$ cat src/dac_cal_defs.svh
`ifndef DAC_CAL_DEFS_SVH
`define DAC_CAL_DEFS_SVH

// Field widths and layout of the code path
`define CODE_W        16
`define NARROW_DROP   2
`define GAIN_UNITY    16'h8000
`define CODE_MAX_WIDE 16'hFFFF
`define CODE_RESET    16'h0000
`define GAIN_RESET    16'h8000
`define OFFSET_RESET  16'h0000
`define CODE_MIN        16'h0000
`define CODE_MAX_NARROW 16'hFFFC
`define WIDE_MASK       16'hFFFF
`define NARROW_MASK     16'hFFFC
`define GAIN_HALF       17'h0_8000

// Span select encodings
`define SPAN_FULL     1'b0
`define SPAN_NARROW   1'b1

`endif

$ cat src/dac_cal_pkg.sv
package dac_cal_pkg;

  // Output span chosen for the resistor string
  typedef enum logic
  {
    SPAN_FULL_E   = 1'b0,
    SPAN_NARROW_E = 1'b1
  } span_t;

  // Resolution variant
  typedef enum logic
  {
    RES_WIDE_E   = 1'b0,
    RES_NARROW_E = 1'b1
  } resolution_t;

  // Alarm action applied while a supply is out of window
  typedef enum logic [1:0]
  {
    ALARM_HOLD_E  = 2'b00,
    ALARM_LOW_E   = 2'b01,
    ALARM_HIGH_E  = 2'b11,
    ALARM_CLEAR_E = 2'b10
  } alarm_action_t;

endpackage

$ cat src/dac_code_calibration.sv
`timescale 1ns/1ps
`include "dac_cal_defs.svh"
module dac_code_calibration
  import dac_cal_pkg::*;
(
  input  wire logic                       clk,
  input  wire logic                       reset,
  input  wire logic                       clkEn,
  input  wire dac_cal_pkg::resolution_t   resolution,
  input  wire logic                       codeWrite,
  input  wire logic [15:0]                codeData,
  input  wire logic                       gainWrite,
  input  wire logic [15:0]                gainData,
  input  wire logic                       offsetWrite,
  input  wire logic [15:0]                offsetData,
  input  wire logic                       spanSelect,
  input  wire logic                       clear_span_select,
  input  wire logic                       clearState,
  input  wire logic [15:0]                clearCode,
  input  wire logic                       logicSupplyOk,
  input  wire logic                       output_supplyOk,
  input  wire dac_cal_pkg::alarm_action_t alarm_action_config,
  output logic [15:0]                     dacCode,
  output dac_cal_pkg::span_t              span,
  output logic                            alarm,
  output logic [15:0]                     gainTrim,
  output logic [15:0]                     offsetTrim,
  output logic [15:0]                     writtenCode
);
  import dac_cal_pkg::*;

  ////////////////////////////////////////////////////////////////////////////
  // Helpers

  // Clears the bits below the active resolution; used on all three fields.
  // Fields stay left-justified, so the narrow variant masks rather than shifts
  function automatic logic [15:0] alignField(input logic [15:0] f, input resolution_t r);
    logic [15:0] m;
    m = (r == RES_NARROW_E) ? `NARROW_MASK : `WIDE_MASK;
    alignField = f & m;
  endfunction

  // Largest code for the active resolution, still left-justified; the narrow
  // variant tops out with its two ignored bits at zero
  function automatic logic [15:0] maxCode(input resolution_t r);
    maxCode = (r == RES_NARROW_E) ? `CODE_MAX_NARROW : `CODE_MAX_WIDE;
  endfunction

  // Gain numerator in units of 2^-16: one half is 0x8000, so the numerator
  // is the field plus 0x8000 and never needs more than 17 bits
  function automatic logic [16:0] gainNumerator(input logic [15:0] g);
    gainNumerator = {1'b0, g} + `GAIN_HALF;
  endfunction

  // Offset field widened to 20 bits; its top bit carries negative weight
  function automatic logic signed [19:0] offsetValue(input logic [15:0] o);
    offsetValue = signed'({{4{o[15]}}, o});
  endfunction

  ////////////////////////////////////////////////////////////////////////////
  // Field alignment

  // Every field is left-justified. On the narrow variant the two lowest bits
  // of the code, the gain and the offset are forced to zero here; the gain
  // product can set them again, so the clamped sum is masked once more.
  // The trims are aligned on use, not on write, so a later change of
  // resolution still picks the right bits of a stored trim.

  logic [15:0]        aData;
  logic [15:0]        aGain;
  logic [15:0]        aOffset;

  // Alignment of the written code and both stored trims
  always_comb
  begin
    aData   = alignField(codeData, resolution);
    aGain   = alignField(gain_reg, resolution);
    aOffset = alignField(offset_reg, resolution);
  end

  ////////////////////////////////////////////////////////////////////////////
  // Gain stage

  // The factor is (2^15 + field) / 2^16. The code is multiplied by the
  // 17-bit numerator and the 16 fraction bits are dropped. Dropping rather
  // than rounding is deliberate: a result may sit one step below the
  // rounded value, which software must accept.
  // The product never exceeds 33 bits, so no carry is lost.

  logic [16:0]        gainNum;
  logic [32:0]        product;
  logic [16:0]        scaled;

  // Multiply and truncate
  always_comb
  begin
    gainNum = gainNumerator(aGain);
    product = 33'(aData) * 33'(gainNum);
    scaled  = product[32:16];
  end

  ////////////////////////////////////////////////////////////////////////////
  // Offset stage and saturation

  // The scaled code is at most 17 bits and the offset is a signed 16-bit
  // value, so a 20-bit signed sum can neither wrap nor lose its sign.
  // A sum below zero or above the largest code is clamped to that end of
  // the range; the converter must never see a code that wraps around.
  // The upper end follows the resolution, so narrow mode clamps lower.

  logic signed [19:0] offsetS;
  logic signed [19:0] sumS;
  logic signed [19:0] maxS;
  logic               underRange;
  logic               overRange;
  logic [15:0]        clampCode;

  // Signed sum, range checks and the clamped result
  always_comb
  begin
    offsetS    = offsetValue(aOffset);
    sumS       = signed'({3'b000, scaled}) + offsetS;
    maxS       = signed'({4'h0, maxCode(resolution)});
    underRange = (sumS < 20'sh0_0000);
    overRange  = (sumS > maxS);
    if (underRange)
    begin
      clampCode = `CODE_MIN;
    end
    else if (overRange)
    begin
      clampCode = maxCode(resolution);
    end
    else
    begin
      clampCode = alignField(sumS[15:0], resolution);
    end
  end

  ////////////////////////////////////////////////////////////////////////////
  // Trim storage

  // The trims are stored as written, with all sixteen bits, and read back
  // unchanged. Writing a trim never touches the converter code: the new
  // value is used only when the next code write passes through the path.

  logic [15:0]        gain_reg;
  logic [15:0]        gain_next;
  logic [15:0]        offset_reg;
  logic [15:0]        offset_next;

  // Next trim values
  always_comb
  begin
    gain_next   = gain_reg;
    offset_next = offset_reg;
    if (gainWrite)
    begin
      gain_next = gainData;
    end
    if (offsetWrite)
    begin
      offset_next = offsetData;
    end
  end

  // Trim registers; reset puts unity gain and zero offset in place
  always_ff @(posedge clk)
  begin
    if (reset)
    begin
      gain_reg   <= `GAIN_RESET;
      offset_reg <= `OFFSET_RESET;
    end
    else if (clkEn)
    begin
      gain_reg   <= gain_next;
      offset_reg <= offset_next;
    end
  end

  ////////////////////////////////////////////////////////////////////////////
  // Written code and calibrated code

  // A code write stores the aligned code and, in the same edge, the result
  // of the path computed with the trims held at that moment. A trim written
  // in the same cycle as the code is therefore not yet seen; software has
  // to write the trim first and the code afterwards.

  logic [15:0]        data_reg;
  logic [15:0]        data_next;
  logic [15:0]        cal_reg;
  logic [15:0]        cal_next;

  // Next code values; only a code write moves them
  always_comb
  begin
    data_next = data_reg;
    cal_next  = cal_reg;
    if (codeWrite)
    begin
      data_next = aData;
      cal_next  = clampCode;
    end
  end

  // Code registers; the calibrated code is one stage ahead of the output,
  // which keeps the multiplier out of the output selection path
  always_ff @(posedge clk)
  begin
    if (reset)
    begin
      data_reg <= `CODE_RESET;
      cal_reg  <= `CODE_RESET;
    end
    else if (clkEn)
    begin
      data_reg <= data_next;
      cal_reg  <= cal_next;
    end
  end

  ////////////////////////////////////////////////////////////////////////////
  // Output selection: alarm, clear state, span

  // A supply outside its window raises the alarm in the next cycle, for as
  // long as the fault lasts. The alarm action then decides the code: hold
  // the last one, go to either end, or enter the clear state. The clear
  // state, entered by the pin or by the alarm, swaps the span for its
  // clear-state value, and the code too unless a hold, low or high alarm action sets it.
  // Limitation: supply faults are not filtered, so a one-cycle dip alarms.

  logic [15:0]        code_reg;
  logic [15:0]        code_next;
  logic               span_reg;
  logic               span_next;
  logic               alarm_reg;
  logic               alarm_next;
  logic               clearEff;

  // Next output values
  always_comb
  begin
    alarm_next = ~(logicSupplyOk & output_supplyOk);
    clearEff   = clearState | (alarm_next & (alarm_action_config == ALARM_CLEAR_E));
    // Span follows the clear span bit only while in clear state
    span_next  = clearEff ? clear_span_select : spanSelect;
    code_next  = clearEff ? alignField(clearCode, resolution) : cal_reg;
    // The alarm action overrides the normal code while the fault lasts;
    // hold keeps the register, so the last good code stays on the pin
    if (alarm_next)
    begin
      unique case (alarm_action_config)
        ALARM_HOLD_E:  code_next = code_reg;
        ALARM_LOW_E:   code_next = `CODE_MIN;
        ALARM_HIGH_E:  code_next = maxCode(resolution);
        ALARM_CLEAR_E: code_next = alignField(clearCode, resolution);
      endcase
    end
  end

  // Output registers
  always_ff @(posedge clk)
  begin
    if (reset)
    begin
      code_reg  <= `CODE_RESET;
      span_reg  <= `SPAN_FULL;
      alarm_reg <= 1'b0;
    end
    else if (clkEn)
    begin
      code_reg  <= code_next;
      span_reg  <= span_next;
      alarm_reg <= alarm_next;
    end
  end

  // Outputs come straight from flip-flops; the stored trims are shown as written
  // and the code as aligned, so software can read them back
  assign dacCode     = code_reg;
  assign span        = span_t'(span_reg);
  assign alarm       = alarm_reg;
  assign gainTrim    = gain_reg;
  assign offsetTrim  = offset_reg;
  assign writtenCode = data_reg;

endmodule

$ cat config.mk
export PLATFORM = sky130hd
export DESIGN_NAME = dac_code_calibration
export DESIGN_NICKNAME = d
export VERILOG_FILES = /design/src/dac_cal_pkg.sv /design/src/dac_code_calibration.sv
export VERILOG_INCLUDE_DIRS = /design/src
export SDC_FILE = /design/constraint.sdc
export NUM_CORES = 1
export LEC_CHECK = 0
export ABC_AREA = 1
export CELL_PAD_IN_SITES_DETAIL_PLACEMENT = 1
export CELL_PAD_IN_SITES_GLOBAL_PLACEMENT = 1
export CORE_ASPECT_RATIO = 0.9
export CORE_MARGIN = 1
export CORE_UTILIZATION = 44
export CTS_CLUSTER_SIZE = 28
export DETAILED_ROUTE_END_ITERATION = 10
export DONT_BUFFER_PORTS = 1
export GPL_TIMING_DRIVEN = 0
export PLACE_DENSITY = 0.83
export SYNTH_ARGS = -nofsm -noshare
export SYNTH_HDL_FRONTEND = slang
export SYNTH_SLANG_ARGS = --single-unit
$ cat constraint.sdc
create_clock -name clk -period 10.2 [get_ports clk]
set_clock_uncertainty 0.2 [all_clocks]
set_input_delay 2.55 -clock clk [delete_from_list [all_inputs] [get_ports clk]]
set_output_delay 2.55 -clock clk [all_outputs]
set_load 0.01 [all_outputs]
-- Word level (Yosys, flattened, before mapping)
Cells that the tools add are included.
- mux-type cells: 7
- bitwise gates (word level): 9
- order comparisons: 2
- equality and inequality tests: 4
- reductions and logical operators: 5
- add/sub/neg operators: 2
- multipliers: 1
- operator list (kind ; count):
    16-bit AND ; 5
    16-bit 2-to-1 mux ; 4
    16-bit one-hot mux with 3 select lines ; 1
    16-bit by 17-bit multiplier with 33-bit output ; 1
    18-bit by 16-bit adder with 19-bit output ; 1
    19-bit by 17-bit greater-than comparator with 1-bit output ; 1
    19-bit by 1-bit less-than comparator with 1-bit output, second input constant ; 1
    16-bit by 16-bit adder with 17-bit output, second input constant ; 1
    2-bit AND reduction ; 4
    2-bit == test, second input constant ; 2
    1-bit AND ; 2
    2-bit by 1-bit == test with 1-bit output, second input constant ; 1
    2-bit logical NOT ; 1
    2-bit 2-to-1 mux ; 1
    2-bit inequality test, second input constant ; 1
    1-bit 2-to-1 mux ; 1
    1-bit NOT ; 1
    1-bit bitwise OR ; 1
- word-level logic and storage cells: 37
- register bits: 82
- input bits: 78

-- Logic depth before layout (Yosys ltp)
- depth in word-level cells: 8
- depth in mapped cells: 47
- depth with buffers taken out: 45

-- Worst setup path after synthesis
OpenSTA, ideal clock, no wires.
- kind: input to register
- start: in resolution
- end: reg cal_reg[10]
- stages: 37
- setup time: 0.143 ns
- data arrival time: 9.437 ns
- slack: 0.419 ns
- required time: 9.857 ns
- cell sequence: clkinv_1 -> nand2_2 -> clkinv_1 -> nand2_1 -> fa_1 -> fa_1 -> fa_1 -> fa_1 -> inv_1 -> fa_1 -> inv_1 -> fa_1 -> inv_1 -> ha_1 -> nand2_1 -> nand2_1 -> o21bai_1 -> a211oi_1 -> o21ai_2 -> xor2_1 -> ha_1 -> fa_1 -> ha_1 -> or2_2 -> nand2_1 -> nor2_1 -> nand3_1 -> nor2_1 -> nand3_1 -> nor2_1 -> nand3_1 -> nand2_2 -> nand2_2 -> buf_6 -> nand2_1 -> nand2_1 -> a21oi_2
- word-level cells in the longest chain between the ends: 8
- RTL lines (what ; RTL line ; text):
    start, declared ; dac_code_calibration.sv:9 ; input wire dac_cal_pkg::resolution_t resolution,
    2-bit 2-to-1 mux (no source line) * ; -- ;
    16-bit AND ; dac_code_calibration.sv:40 ; alignField = f & m;
    16-bit by 16-bit adder with 17-bit output (no source line) ; -- ;
    16-bit by 17-bit multiplier with 33-bit output ; dac_code_calibration.sv:98 ; product = 33'(aData) * 33'(gainNum);
    18-bit by 16-bit adder with 19-bit output ; dac_code_calibration.sv:122 ; sumS = signed'({3'b000, scaled}) + offsetS;
    19-bit by 17-bit greater-than comparator with 1-bit output or 16-bit AND (tied branches) ; dac_code_calibration.sv:125, dac_code_calibration.sv:40 ;
    16-bit 2-to-1 mux ; dac_code_calibration.sv:130 ; else if (overRange)
    16-bit 2-to-1 mux * ; dac_code_calibration.sv:126 ; if (underRange)
    end signal, assigned ; dac_code_calibration.sv:214 ; cal_reg <= `CODE_RESET;
    end signal, assigned ; dac_code_calibration.sv:219 ; cal_reg <= cal_next;
    end, declared ; dac_code_calibration.sv:192 ; logic [15:0] cal_reg;
Mark *: on every way between the ends. The rest lies on a longest branch, timed or not.
A chain may end at the register's enable or synchronous reset.

-- Worst setup path in the final report
- start: in codeData[6]
- end: reg cal_reg[6]
- word-level cells in the longest chain between the ends: 6
- RTL lines (what ; RTL line ; text):
    start, declared ; dac_code_calibration.sv:11 ; input wire logic [15:0] codeData,
    16-bit AND * ; dac_code_calibration.sv:40 ;
    16-bit by 17-bit multiplier with 33-bit output * ; dac_code_calibration.sv:98 ;
    18-bit by 16-bit adder with 19-bit output * ; dac_code_calibration.sv:122 ;
    19-bit by 17-bit greater-than comparator with 1-bit output or 16-bit AND (tied branches) ; dac_code_calibration.sv:125, dac_code_calibration.sv:40 ;
    16-bit 2-to-1 mux ; dac_code_calibration.sv:130 ;
    16-bit 2-to-1 mux * ; dac_code_calibration.sv:126 ;
Marks and branches as above.

==> flow_metrics.py <==
metrics = {
    "outcome": {
        "status": "finished clean",
    },
    "cells_and_area": {
        "fill_cells": 4001,
        "multi_input_area_um2": 10370,
        "seq_area_um2": 1642,
        "area_growth_pct": 9.490,
        "final_layout_size_suffix_gt1_share_pct": 6.609,
        "fin_nets": 2372,
    },
    "global_routing": {
        "antenna_found_initial": 0,
        "grt_max_degree": 14,
        "grt_usage_pct": 30.10,
        "first_global_vias": 13810,
        "gr-total-overflow": 0,
        "grt_pass1_wl_um": 73980,
    },
    "logic_synthesis": {
        "avgSynthCellArea_um2": 7.081,
        "synth-compound-area-share_pct": 10.08,
        "synth_edf_count": 0,
        "synth_top_family_by_area": "adder cells",
        "synthAdderAreaFrac_pct": 41.43,
        "async_reset_ff_share_pct": 0,
        "yosysWarnings": 0,
        "synth.area.mux_share_pct": 0,
        "seq_area_frac_synth_pct": 11.93,
        "syn_area_um2": 13770,
        "syn_inst": 1944,
        "synth_xor_area_share_pct": 0.7635,
        "synth_ff_type": "dfxtp_1",
        "synth.distinct_cells": 39,
        "yosys.area_share.simple_pct": 20.66,
        "ys_ff_latch": 82,
    },
    "clock_tree": {
        "cts_num_sinks": 82,
        "cts_tree": "yes",
        "cts.root.buffer_cell": "clkbuf_16",
        "cts_max_path_buffers": 2,
        "clk_latency_ps": 360,
        "cts-htree-levels": 3,
        "clkTransAtPathRegs_ps": 70,
        "cts_made_buffers": 9,
        "ctsHoldBuffers": 0,
    },
    "floorplanning": {
        "core_um2": 30830,
        "dieArea_um2": 32000,
        "start_util_pct": 44.64,
        "row_count": 61,
        "io_pins": 144,
        "dieHeight_um": 169.8,
        "fp.dieW_um": 188.4,
    },
    "detailed_routing": {
        "avgRoutedWirePerCell_um": 20.19,
        "detail_route.vias_per_cell": 5.366,
        "drtAntennaViolNets": 0,
        "routed_wl_um": 48010,
        "drtIter0Drc": 888,
        "route.vias.total": 12760,
        "dr.pass1.iters": 5,
        "drc": 0,
    },
    "hold_path": {
        "min_path_type": "reg2reg",
        "min_path_cells": 2,
    },
    "setup_path": {
        "r2r_slack_ps": 1170,
        "worstSetupEndpoint": "cal_reg[6]",
        "r2r_end": "cal_reg[6]",
        "worstSetupStartpoint": "codeData[6]",
        "cpPeakStageDelay_ps": 520,
        "arrival_ps": 10150,
        "critPathKind": "in2reg",
        "reg2reg_depth": 40,
        "cp-end-kind": "flop",
        "r2r-start": "gainTrim[14]",
        "cp_max_fo": 10,
        "cp_slowest_cell": "fa_2",
        "required_ps": 10290,
        "cp-start-kind": "primary input",
    },
    "timing": {
        "timing.final.max_slew_violations": 0,
        "relSlewSlack_pct": 42.52,
        "fin_crit_ps": 10060,
        "finalCritPeriodShare_pct": 98.65,
        "setup_ws_ps": 138.2,
        "whs_ps": 272.0,
        "setup_viol": 0,
        "worst_pin_slew_ps": 862.2,
        "hold_viol": 0,
        "fmax_mhz": 99.39,
    },
    "power": {
        "p_int_mw": 1.672,
        "vdd_drop_max_mv": 0.1876,
        "clockPowerShare_pct": 8.2,
        "p_sw_mw": 2.323,
        "sw_frac_of_total_pct": 58.14,
        "leakage_nw": 8.038,
        "comb_power_share_pct": 81.9,
        "power_density_nw_per_um2": 265.1,
        "seqPwrFrac_pct": 9.9,
    },
    "run": {
        "drv_cap": 0,
    },
    "placed_design": {
        "hpwl_um": 39450,
        "place_ws_ps": -913.3,
        "io_buffers": 0,
        "place.gp.congestion": 0.9336,
    },
}
-- Yosys cell counts (all sizes together) (3+ instances only) --
master  instances  area [um^2]
xor2            8        70.07
nand3          44        220.2
o21bai          3        22.52
nand4          13        81.33
o211ai          6        45.04
a21oi          94        508.0
o21ai         118        598.1
nand3b          6        45.04
clkbuf         82        307.8
nor3           14        70.07
a31oi          15        93.84
dfxtp          82         1642
xnor2           4        35.03
ha            123         1539
nor2          165        621.9
clkinv          3        11.26
o21a            3        22.52
a221oi          4        35.03
a211oi          3        22.52
or2             3        18.77
inv           465         1745
nand2         466         1759
fa            208         4164
-- cell usage in the layout (no fill, tap or decap), types with 3 or more instances in the layout --
master / count
fa_2: 3
buf_8: 7
inv_2: 4
buf_2: 4
xor2_1: 6
nor2_2: 7
clkbuf_4: 8
o21a_1: 3
conb_1: 3
ha_4: 9
ha_2: 3
dfxtp_1: 82
nand3_1: 44
a31oi_1: 14
a21oi_1: 72
nand2_2: 14
fa_1: 205
nand2_1: 451
buf_4: 10
xnor2_1: 4
ha_1: 111
o211ai_1: 6
a21oi_2: 21
nand3b_1: 6
nor3_1: 12
clkbuf_2: 6
clkbuf_1: 55
nand4_1: 13
nor2_1: 156
inv_1: 461
o21ai_1: 3
o21ai_0: 113
clkbuf_16: 9
-- final cells by class --
type,count,share of cell area (%)
repair buffers,9,0.4317
plain buffers,81,2.914
multi-input cells,1312,68.78
flip-flops and latches,82,10.89
clock buffers,12,1.702
diodes,2,0.03321
inverters,468,11.70
clock inverters,3,0.1577
well taps,409,3.395
-- metrics by stage --
stage	cell area [um^2]	utilization, %	power, mW	cells	TNS (ps)
2_1_floorplan	13770	-	2.428	1946	0
3_3_place_gp	14290	46.33	3.157	2355	-11940
3_5_place_dp	14290	46.33	3.256	2355	-13510
4_1_cts	14660	47.54	3.630	2370	0
5_1_grt	15070	48.86	4.359	2376	-1269
6_report	15070	48.88	3.996	2378	0
-- repair_timing --
item,4_1_cts,5_1_grt
pin swaps,0,18
resized for setup,43,118
setup buffers,0,9
endpoints found under the setup margin,16,16
-- kinds of logic (layout without fill, tap and decap cells) --
group	after synthesis	after routing
other cells	1	5
simple gates	715	715
compound gates	251	251
buf+inv	552	573
xor+xnor	12	12
flops	82	82
fa+ha+maj	331	331
-- how the worst min path moves through the flow --
stage | slack, ps | from | end
after floorplan | 240 | cal_reg[15] | cal_reg[15]
after global placement | 260 | cal_reg[2] | cal_reg[2]
after detailed placement | 260 | cal_reg[3] | cal_reg[3]
after CTS | 270 | cal_reg[2] | cal_reg[2]
after global routing | 290 | cal_reg[2] | cal_reg[2]
final | 270 | cal_reg[2] | cal_reg[2]
-- routing by layer --
layer,global-route usage (%),vias to the layer above,part of all wire (%)
li1,-,5861,-
met1,40.03,6340,43
met2,49.79,455,47
met3,5.273,105,6.6
met4,9.432,0,2.8
met5,0,-,0
-- worst max-delay path: cells and delay by family --
kind / cells / cell delay (ps)
fa+ha+maj: 8 / 3570
simple gates: 18 / 1840
buf+inv: 13 / 1400
compound gates: 3 / 510
xor+xnor: 1 / 250
-- power groups by stage --
stage | registers (mW) | clock network, mW | logic [mW]
final | 0.396 | 0.327 | 3.27
after detailed placement | 0.402 | 0 | 2.85
after global routing | 0.400 | 0.340 | 3.62
after global placement | 0.401 | 0 | 2.76
after CTS | 0.395 | 0.329 | 2.91
after floorplan | 0.390 | 0 | 2.04
Note: power is estimated with default switching activity, not from simulation.
